File: src/cobpt_defs.vh
/*
  Constants for the message-object page and phase-timing block.
  Assumes an 8-bit SFR address space and the CAN system clock as clk.
*/
`ifndef COBPT_DEFS_VH
`define COBPT_DEFS_VH
`define COBPT_ADDR_PAGE 8'hB1
`define COBPT_ADDR_STAT 8'hB2
`define COBPT_ADDR_CTRL 8'hB3
`define COBPT_ADDR_BT3 8'hB6
`define COBPT_ADDR_EN 8'hB9
`define COBPT_ADDR_DATA 8'hBA
`define COBPT_PHASE_SEG_TWO_LEN_LSB 4
`define COBPT_PHASE_SEG_ONE_LEN_LSB 1
`define COBPT_SMP_BIT 0
`define COBPT_OBJECT_NUMBER_LSB 4
`define COBPT_INDEX_AUTOINC_N_BIT 3
`define COBPT_WARN_BIT 7
`define COBPT_CFG_OFF 2'h0
`define COBPT_CFG_TX 2'h1
`define COBPT_CFG_RX 2'h2
`define COBPT_CFG_RXBUF 2'h3
`define COBPT_ID_STD_LEN 5'h0B
`define COBPT_ID_EXT_LEN 5'h1D
`endif

File: src/cobpt_top.v
/*
  Page select, per-object control/length/data, and phase-segment bit timing.
  Assumes SFR strobes and frame-complete events come from logic on clk; only can_rx is a pin.
*/
`include "cobpt_defs.vh"
`default_nettype none
module cobpt_top
(
  input wire clk,
  input wire rst_n,
  input wire [7:0] sfr_addr,
  input wire [7:0] sfr_wdata,
  input wire sfr_wr,
  input wire sfr_rd,
  output reg [7:0] sfr_rdata_r,
  input wire controller_enable_bit,
  input wire [5:0] prescaler_value,
  input wire [1:0] sjw_value,
  input wire [2:0] prop_value,
  input wire can_rx,
  input wire rx_frame_done,
  input wire [1:0] rx_obj,
  input wire [3:0] rx_dlc,
  output reg [3:0] object_enable_bits_r,
  output reg [3:0] length_mismatch_warn_r,
  output reg [3:0] reply_valid_r,
  output reg [3:0] ide_ext_r,
  output reg sample_pulse_r,
  output reg sample_bit_r
);
  localparam ST_SYNC = 2'd0;
  localparam ST_PROP = 2'd1;
  localparam ST_PH1 = 2'd2;
  localparam ST_PH2 = 2'd3;

  reg rst_m_r;
  reg rst_s_r;
  wire rst_sn = rst_s_r;
  reg rx_m_r;
  reg rx_s_r;
  reg rx_prev_r;

  reg [6:0] bt_r;
  reg [5:0] page_r;
  reg [7:0] ctrl_r [0:3];
  reg [7:0] data_mem [0:31];

  reg [5:0] pre_cnt_r;
  reg [1:0] st_r;
  reg [3:0] seg_cnt_r;
  reg [3:0] ext_r;
  reg [3:0] shr_r;
  reg resynced_r;
  reg [2:0] tq_smp_r;

  wire [1:0] obj_sel = page_r[5:4];
  wire [2:0] idx = page_r[2:0];
  wire acc_data = (sfr_wr | sfr_rd) && (sfr_addr == `COBPT_ADDR_DATA);
  wire wr_ctrl = sfr_wr && (sfr_addr == `COBPT_ADDR_CTRL);
  wire wr_stat = sfr_wr && (sfr_addr == `COBPT_ADDR_STAT);
  wire [2:0] phase_seg_two_len = bt_r[6:4];
  wire [2:0] phase_seg_one_len = bt_r[3:1];
  wire triple = bt_r[`COBPT_SMP_BIT];
  wire tq_tick = (pre_cnt_r == prescaler_value);
  wire [3:0] sjw_q = {2'b00, sjw_value} + 4'h1;
  wire edge_fall = rx_prev_r & ~rx_s_r;
  wire [3:0] len_ph1 = {1'b0, phase_seg_one_len} + 4'h1 + ext_r;
  wire [3:0] len_ph2 = {1'b0, phase_seg_two_len} + 4'h1;
  wire ph2_end = ({1'b0, seg_cnt_r} + 5'h01 + {1'b0, shr_r}) >= {1'b0, len_ph2};
  wire maj = (tq_smp_r[0] & tq_smp_r[1]) | (tq_smp_r[0] & tq_smp_r[2]) | (tq_smp_r[1] & tq_smp_r[2]);

  function [4:0] mem_addr;
    input [1:0] obj;
    input [2:0] byte_i;
    begin
      mem_addr = {obj, byte_i};
    end
  endfunction

  always @(posedge clk or negedge rst_n)
  begin
    if (!rst_n)
    begin
      rst_m_r <= 1'b0;
      rst_s_r <= 1'b0;
    end
    else
    begin
      rst_m_r <= 1'b1;
      rst_s_r <= rst_m_r;
    end
  end

  // can_rx is asynchronous; only rx_s_r and rx_prev_r are read downstream
  always @(posedge clk or negedge rst_sn)
  begin
    if (!rst_sn)
    begin
      rx_m_r <= 1'b1;
      rx_s_r <= 1'b1;
      rx_prev_r <= 1'b1;
    end
    else
    begin
      rx_m_r <= can_rx;
      rx_s_r <= rx_m_r;
      rx_prev_r <= rx_s_r;
    end
  end

  // register writes and page index stepping
  always @(posedge clk or negedge rst_sn)
  begin
    if (!rst_sn)
    begin
      bt_r <= 7'h00;
      page_r <= 6'h00;
    end
    else
    begin
      // timing writes taken regardless; software gates them on the enable bit
      if (sfr_wr && sfr_addr == `COBPT_ADDR_BT3)
        bt_r <= sfr_wdata[6:0];
      if (sfr_wr && sfr_addr == `COBPT_ADDR_PAGE)
        page_r <= sfr_wdata[5:0];
      else if (acc_data && !page_r[`COBPT_INDEX_AUTOINC_N_BIT])
        page_r[2:0] <= idx + 3'h1;
    end
  end

  // data buffer has no reset: contents undefined until written
  always @(posedge clk)
  begin
    if (sfr_wr && sfr_addr == `COBPT_ADDR_DATA)
      data_mem[mem_addr(obj_sel, idx)] <= sfr_wdata;
  end

  integer k;
  always @(posedge clk or negedge rst_sn)
  begin
    if (!rst_sn)
    begin
      for (k = 0; k < 4; k = k + 1)
        ctrl_r[k] <= 8'h00;
      object_enable_bits_r <= 4'h0;
      length_mismatch_warn_r <= 4'h0;
      reply_valid_r <= 4'h0;
      ide_ext_r <= 4'h0;
    end
    else
    begin
      for (k = 0; k < 4; k = k + 1)
      begin
        if (wr_ctrl && obj_sel == k[1:0])
        begin
          ctrl_r[k] <= sfr_wdata;
          // config off frees the object, any other mode enables it
          object_enable_bits_r[k] <= (sfr_wdata[7:6] != `COBPT_CFG_OFF);
          reply_valid_r[k] <= sfr_wdata[5];
          ide_ext_r[k] <= sfr_wdata[4];
        end
        if (rx_frame_done && rx_obj == k[1:0])
          ctrl_r[k][3:0] <= rx_dlc;
        // set beats a software clear in the same cycle
        if (rx_frame_done && rx_obj == k[1:0] && rx_dlc != ctrl_r[k][3:0])
          length_mismatch_warn_r[k] <= 1'b1;
        else if (wr_stat && obj_sel == k[1:0] && !sfr_wdata[`COBPT_WARN_BIT])
          length_mismatch_warn_r[k] <= 1'b0;
      end
    end
  end

  // registered read data, reserved bits read zero
  always @(posedge clk or negedge rst_sn)
  begin
    if (!rst_sn)
      sfr_rdata_r <= 8'h00;
    else if (sfr_rd)
    begin
      case (sfr_addr)
        `COBPT_ADDR_PAGE: sfr_rdata_r <= {2'b00, page_r};
        `COBPT_ADDR_STAT: sfr_rdata_r <= {length_mismatch_warn_r[obj_sel], 7'h00};
        `COBPT_ADDR_CTRL: sfr_rdata_r <= ctrl_r[obj_sel];
        `COBPT_ADDR_BT3: sfr_rdata_r <= {1'b0, bt_r};
        `COBPT_ADDR_EN: sfr_rdata_r <= {4'h0, object_enable_bits_r};
        `COBPT_ADDR_DATA: sfr_rdata_r <= data_mem[mem_addr(obj_sel, idx)];
        default: sfr_rdata_r <= 8'h00;
      endcase
    end
  end

  // bit timing: quantum prescaler, segment sequencer, resync
  always @(posedge clk or negedge rst_sn)
  begin
    if (!rst_sn)
    begin
      pre_cnt_r <= 6'h00;
      st_r <= ST_SYNC;
      seg_cnt_r <= 4'h0;
      ext_r <= 4'h0;
      shr_r <= 4'h0;
      resynced_r <= 1'b0;
      tq_smp_r <= 3'h7;
      sample_pulse_r <= 1'b0;
      sample_bit_r <= 1'b1;
    end
    else if (!controller_enable_bit)
    begin
      pre_cnt_r <= 6'h00;
      st_r <= ST_SYNC;
      seg_cnt_r <= 4'h0;
      ext_r <= 4'h0;
      shr_r <= 4'h0;
      resynced_r <= 1'b0;
      sample_pulse_r <= 1'b0;
    end
    else
    begin
      sample_pulse_r <= 1'b0;
      pre_cnt_r <= tq_tick ? 6'h00 : pre_cnt_r + 6'h01;
      // one resync per bit, always by the full jump width
      if (edge_fall && !resynced_r && st_r == ST_PH1)
      begin
        ext_r <= sjw_q;
        resynced_r <= 1'b1;
      end
      if (edge_fall && !resynced_r && st_r == ST_PH2)
      begin
        shr_r <= sjw_q;
        resynced_r <= 1'b1;
      end
      if (tq_tick)
      begin
        tq_smp_r <= {tq_smp_r[1:0], rx_s_r};
        seg_cnt_r <= seg_cnt_r + 4'h1;
        case (st_r)
          ST_SYNC:
          begin
            st_r <= ST_PROP;
            seg_cnt_r <= 4'h0;
          end
          ST_PROP:
            if (seg_cnt_r == {1'b0, prop_value})
            begin
              st_r <= ST_PH1;
              seg_cnt_r <= 4'h0;
            end
          ST_PH1:
            if (seg_cnt_r + 4'h1 >= len_ph1)
            begin
              st_r <= ST_PH2;
              seg_cnt_r <= 4'h0;
              sample_pulse_r <= 1'b1;
              sample_bit_r <= triple ? maj : rx_s_r;
            end
          ST_PH2:
            if (ph2_end)
            begin
              st_r <= ST_SYNC;
              seg_cnt_r <= 4'h0;
              ext_r <= 4'h0;
              shr_r <= 4'h0;
              resynced_r <= 1'b0;
            end
          default:
            st_r <= ST_SYNC;
        endcase
      end
    end
  end
endmodule
`default_nettype wire

File: config.mk
export PLATFORM = sky130hd
export DESIGN_NAME = cobpt_top
export DESIGN_NICKNAME = d
export VERILOG_FILES = /design/src/cobpt_top.v
export VERILOG_INCLUDE_DIRS = /design/src /design/src/src
export SDC_FILE = /design/constraint.sdc
export NUM_CORES = 1
export LEC_CHECK = 0
export BUFFER_PORTS_ARGS = -buffer_cell sky130_fd_sc_hd__buf_2
export CAP_MARGIN = 20
export CORE_ASPECT_RATIO = 1.2
export CORE_MARGIN = 2
export CORE_UTILIZATION = 42
export DETAILED_ROUTE_END_ITERATION = 10
export PLACE_DENSITY = 0.56
export SLEW_MARGIN = 20
export SYNTH_ARGS = -nofsm -noshare
export SYNTH_HDL_FRONTEND = slang
export SYNTH_SLANG_ARGS = --single-unit
export TNS_END_PERCENT = 100
File: constraint.sdc
create_clock -name clk -period 2.75 [get_ports clk]
set_clock_uncertainty 0.05 [all_clocks]
set_input_delay 0.1375 -clock clk [delete_from_list [all_inputs] [get_ports clk]]
set_output_delay 0.1375 -clock clk [all_outputs]
set_load 0.01 [all_outputs]
Yosys cells after proc, flatten, opt, wreduce, memory -nomap -nowiden --
Memories as Yosys holds them, arrays and structs flattened. Index checks and enable logic that the tools add are counted.
Word-level totals: register bits after elaboration 100, bits in writable memories 256, memories 1
Memories:
- data_mem | words 32, bits a word 8, read ports 1, clocked after Yosys merged registers in 0, write ports 1, RTL line cobpt_top.v:46 | reg [7:0] data_mem [0:31];
Cells by class: add/sub/neg operators 9, $lt $le $gt $ge 4, equal/unequal tests 25, multiplexer cells 61, bitwise logic cells 9, reductions and logical operators 49
Operator list (number):
- 4-bit two-way mux | 23
- 8-bit equality test, second input constant | 6
- 8-bit case mux with 6 select lines | 1
- 1-bit logical AND | 30
- 1-bit two-way mux | 22
- 2-bit nonzero test | 10
- 8-bit binary-select mux with 2-bit select | 1
- 8-bit two-way mux | 2
- 4-bit != test | 4
- 4-bit case mux with 4 select lines | 1
- 2-bit equality test, second input constant | 6
- 6-bit two-way mux | 2
- 2-bit two-way mux | 5
- 3-bit by 1-bit adder with 4-bit output, second input constant | 2
- 2-bit case mux with 4 select lines | 1
- 4-bit AND reduction | 2
- 6-bit by 1-bit adder with 6-bit output, second input constant | 1
- 2-bit by 1-bit equality test with 1-bit output, second input constant | 3
- 6-bit equality test | 1
- 2-bit zero test | 3
- 3-bit two-way mux | 2
- 3-bit != test, second input constant | 2
- 4-bit by 1-bit adder with 5-bit output, second input constant | 1
- 5-bit by 4-bit adder with 5-bit output | 1
- 18 further kinds | 25

Logic depth before layout (Yosys ltp) --
word-level depth 10, mapped depth 12, depth with buffers taken out 12

Least setup slack after synthesis --
Ideal clock, no wire load.
kind register to register, from register seg_cnt_r[0], to register seg_cnt_r[3], setup time 0.121 ns, arrival 2.423 ns, slack 0.156 ns, stages on the path, launching flop included 11, buffers on the path 0, path through dfrtp_1 -> inv_1 -> ha_1 -> fa_1 -> xnor2_1 -> ha_1 -> o21ai_0 -> o211a_1 -> a221oi_2 -> nor3_1 -> a22o_1
On the way: word-level cells in the longest chain between the ends 7, elaborated cells on any way between the ends 12
RTL lines:
- start: declaration | RTL line cobpt_top.v:50 | reg [3:0] seg_cnt_r;
- start signal: assignment | RTL line cobpt_top.v:235 | seg_cnt_r <= seg_cnt_r + 4'h1;
- 4-bit by 1-bit adder with 5-bit output | RTL line cobpt_top.v:69 | wire ph2_end = ({1'b0, seg_cnt_r} + 5'h01 + {1'b0, shr_r}) >= {1'b0, len_ph2};
- 5-bit by 4-bit adder with 5-bit output | RTL line cobpt_top.v:69
- 5-bit by 4-bit greater-or-equal comparator with 1-bit output | RTL line cobpt_top.v:69
- 4-bit two-way mux | RTL line cobpt_top.v:257 | if (ph2_end)
- 4-bit case mux with 4 select lines * | RTL line cobpt_top.v:236 | case (st_r)
- 4-bit two-way mux * | RTL line cobpt_top.v:232 | if (tq_tick)
- 4-bit two-way mux * | RTL line cobpt_top.v:207 | else if (!controller_enable_bit)
Every way passes the cells marked *; elsewhere a longest branch is shown, timed or not. The select of a mux whose other input is x is not followed. A chain may end at the register's enable or synchronous reset.

Worst setup path in the final report --
from register seg_cnt_r[0], to register st_r[0]
On the way: word-level cells in the longest chain between the ends 5, elaborated cells on any way between the ends 10
RTL lines:
- 4-bit by 1-bit adder with 5-bit output | RTL line cobpt_top.v:69
- 5-bit by 4-bit adder with 5-bit output | RTL line cobpt_top.v:69
- 5-bit by 4-bit greater-or-equal comparator with 1-bit output | RTL line cobpt_top.v:69
- 3-bit != test (no source line)
- 4-bit AND reduction (no source line) *
- end signal: assignment | RTL line cobpt_top.v:198 | st_r <= ST_SYNC;
- end signal: assignment | RTL line cobpt_top.v:210 | st_r <= ST_SYNC;
- end signal: assignment | RTL line cobpt_top.v:239 | st_r <= ST_PROP;
- end: declaration | RTL line cobpt_top.v:49 | reg [1:0] st_r;
Every way passes the cells marked *; elsewhere a longest branch is shown, timed or not.

==> flow_summary.ini <==
[outcome]
outcome = completed

[yosys]
synth.yosys.seq_area_share = 0.666
synth_top_cell_by_area = edfxtp_1
cell_types_with_the_largest_area_share_after_synthesis = edfxtp_1 51%, dfrtp_1 14%, mux4_2 11%, ha_1 2.2%, mux2_2 1.9%
synth_warnings = 0
postSynth.asyncResetShare = 0.264
avgSynthCellArea_um2 = 16.7
mappedNetlistNets = 968
postSynthRegisterBits = 348
yosysTopAreaCellShare = 0.512
syn-instance-count = 899
count_of_different_cell_masters_after_synthesis = 69
mappedNetlistArea_um2 = 15000
ys_dominant_reg_cell = edfxtp_1
synth-edff-count = 256

[timing]
worst-slew-pin-transition_ps = 1050
layout_setup_ws_ps = 94.9
slew-limit-headroom = 0.297
fin_worst_hold_slack_ps = 21.1
layout_worst_path_cycle_share = 0.965
achievable-frequency_mhz = 377
setup_viol = 0
period_needed_ps = 2660
final-max-slew-violation-count = 0
hold_viol = 0

[cts]
clock_latency_ps = 540
worst_setup_hold_path_clk_slew_ps = 60
htreeDepth = 2
clock_path_buffers = 3
cts_made_buffers = 38
tritoncts = done
ctsRootBufferMaster = clkbuf_16
clock_sink_count = 348

[place]
detailedPlacementHpwl_um = 23700
place_congestion = 0.805
io_buffers = 65
numPlacedInstances = 1431
placed_area_um2 = 16100
place_ws_ps = 42.8

[setup_path]
critical_path_arrival_ps = 3020
crit_path_start_kind = register
endpoint_required_time_on_the_critical_path_ps = 3110
reg2reg_from = seg_cnt_r[0]
top_fanout_value_on_the_critical_path = 6
worst_case_reg_to_reg_path_depth = 10
ff2ff_setup_slack_ps = 90
worstSetupEndpointType = register
setup.worst_path.class = register to register
r2r_end = st_r[0]

[final_layout]
layout.cells.non_filler = 1512
layout.cell_area.non_filler_um2 = 17500
syn_to_final_growth_pct = 16.5
fill_cells = 2965
num_antenna_cells = 0
nets = 1091
layout-drive-gt1-share = 0.295

[worst_hold_path]
worst_hold_path.num_cells = 4
worst_hold_startpoint = rx_obj[1]
worstHoldPathType = input pin to register
whs_endpoint = ctrl_r[26]

[grt]
first_global_vias = 8650
global_route_wire_length_before_repair_um = 54000
grt_max_degree = 39
gr-usage-all-layers = 0.196
antenna_found_initial = 0
grt_overflow_total = 0

[floorplanning]
core_region_area_um2 = 35100
initial_core_util = 0.428
fp.dieArea_um2 = 37300
design.portCount = 66
die_x_um = 177
core.rowCount = 75
die_h_um = 211

[route]
detailed_routing_iterations_pass_1 = 5
drt_iter0_drc = 576
detailroute.via_count = 8306
detail_route.drc_violations = 0
wl_um = 35800
final_antenna_net_count = 0
post_drt_via_cell_ratio = 5.49
wire_per_inst_um = 23.7

[power_and_ir_drop]
worst_ir_drop_vdd_uv = 361
pwr_density_cell_nw_per_um2 = 664
totalPowerFinal_mw = 11.6
cellLeakagePower_nw = 6.40

[run]
drv_cap = 0
-- cell families after synthesis --
kind of cell / share of synthesized area
DFF: 0.666
and+or+nand+nor: 0.0581
muxes: 0.150
AOI/OAI and AO/OA: 0.0556
buffers and inverters: 0.0226
xor gates and xnor gates: 0.0216
adders and majority gates: 0.0258
other: 0.000250
-- timing repair --
action | CTS | global route
endpoints found under the hold margin | 34 | 0
setup endpoints to repair | 0 | 16
resized for setup | 0 | 11
hold buffers | 12 | 0
setup buffers | 0 | 1
-- routing by layer --
layer	track usage	share of wire	vias up	wire length [um]
li1	-	-	3758	-
met1	0.257	0.43	4291	15300
met2	0.334	0.50	202	17900
met3	0.0299	0.042	55	1520
met4	0.0655	0.029	0	1030
met5	0	0	-	0
-- how the worst max path moves through the flow --
stage | from | endpoint | slack, ps | cells past startpoint
global placement | seg_cnt_r[0] | seg_cnt_r[3] | 60 | 10
detailed placement | seg_cnt_r[0] | seg_cnt_r[3] | 40 | 10
floorplan | seg_cnt_r[0] | seg_cnt_r[3] | 160 | 10
CTS | seg_cnt_r[0] | seg_cnt_r[3] | 30 | 10
global route | seg_cnt_r[1] | st_r[0] | -10 | 10
finish | seg_cnt_r[0] | st_r[0] | 90 | 10
-- sequential cells by signal, summed over array words and instances (netlist names), 4 cells and up --
signal / count
length_mismatch_warn_r: 4
ctrl_r: 32
data_mem: 256
bt_r: 7
ext_r: 4
seg_cnt_r: 4
pre_cnt_r: 6
sfr_rdata_r: 8
object_enable_bits_r: 4
shr_r: 4
page_r: 6
-- cells in the mapped netlist (all sizes together), types with 8 or more instances --
cell	count
buf	34
mux4	72
nor2	62
dfrtp	85
a21oi	15
edfxtp	256
o221ai	8
nand2	42
nand3	8
a22oi	19
nand2b	9
mux2	33
inv	27
xnor2	11
mux2i	24
xor2	26
a32oi	9
clkbuf	12
ha	27
o21ai	25
-- power breakdown --
part           switching [mW]  total [mW]  leakage (nW)  internal (mW)
sequential              0.120        5.84          3.49           5.72
clock                    2.06        4.83         0.575           2.77
combinational           0.492       0.934          2.34          0.443
-- placed cells by master, fill, tap and decap left out, types with 11 or more instances in the layout --
master / instances
nand2_1: 38
mux2i_1: 24
xnor2_1: 11
buf_4: 47
dfrtp_1: 82
nor2_1: 62
dlygate4sd3_1: 12
o21ai_0: 12
a22oi_1: 19
xor2_1: 26
inv_1: 26
clkbuf_16: 38
mux2_2: 25
mux4_2: 72
o21ai_1: 12
ha_1: 25
a21oi_1: 14
buf_2: 65
edfxtp_1: 256
-- critical path, cell delays in order, from the launching register on --
cell	delay [ps]
dfrtp_1	350
inv_2	50
ha_2	190
fa_2	520
inv_1	60
ha_4	260
a211oi_2	50
o211a_1	270
a221oi_4	430
a21oi_1	120
o21a_1	200
-- area by class of cell --
| class | instances | area, um^2 | area share |
|---|---|---|---|
| flip-flops and latches | 348 | 10000 | 0.572 |
| multi-input cells | 478 | 4730 | 0.271 |
| clock buffers | 46 | 991 | 0.0567 |
| repair buffers | 129 | 898 | 0.0514 |
| well taps | 462 | 578 | 0.0330 |
| clock inverters | 22 | 180 | 0.0103 |
| inverters | 27 | 101 | 0.00579 |
-- per-stage QoR --
stage          utilization  TNS (ps)
2_1_floorplan            -         0
3_3_place_gp         0.460         0
3_5_place_dp         0.460         0
4_1_cts              0.497         0
5_1_grt              0.498     -14.6
6_report             0.498         0
Note: power is estimated with default switching activity, not from simulation.
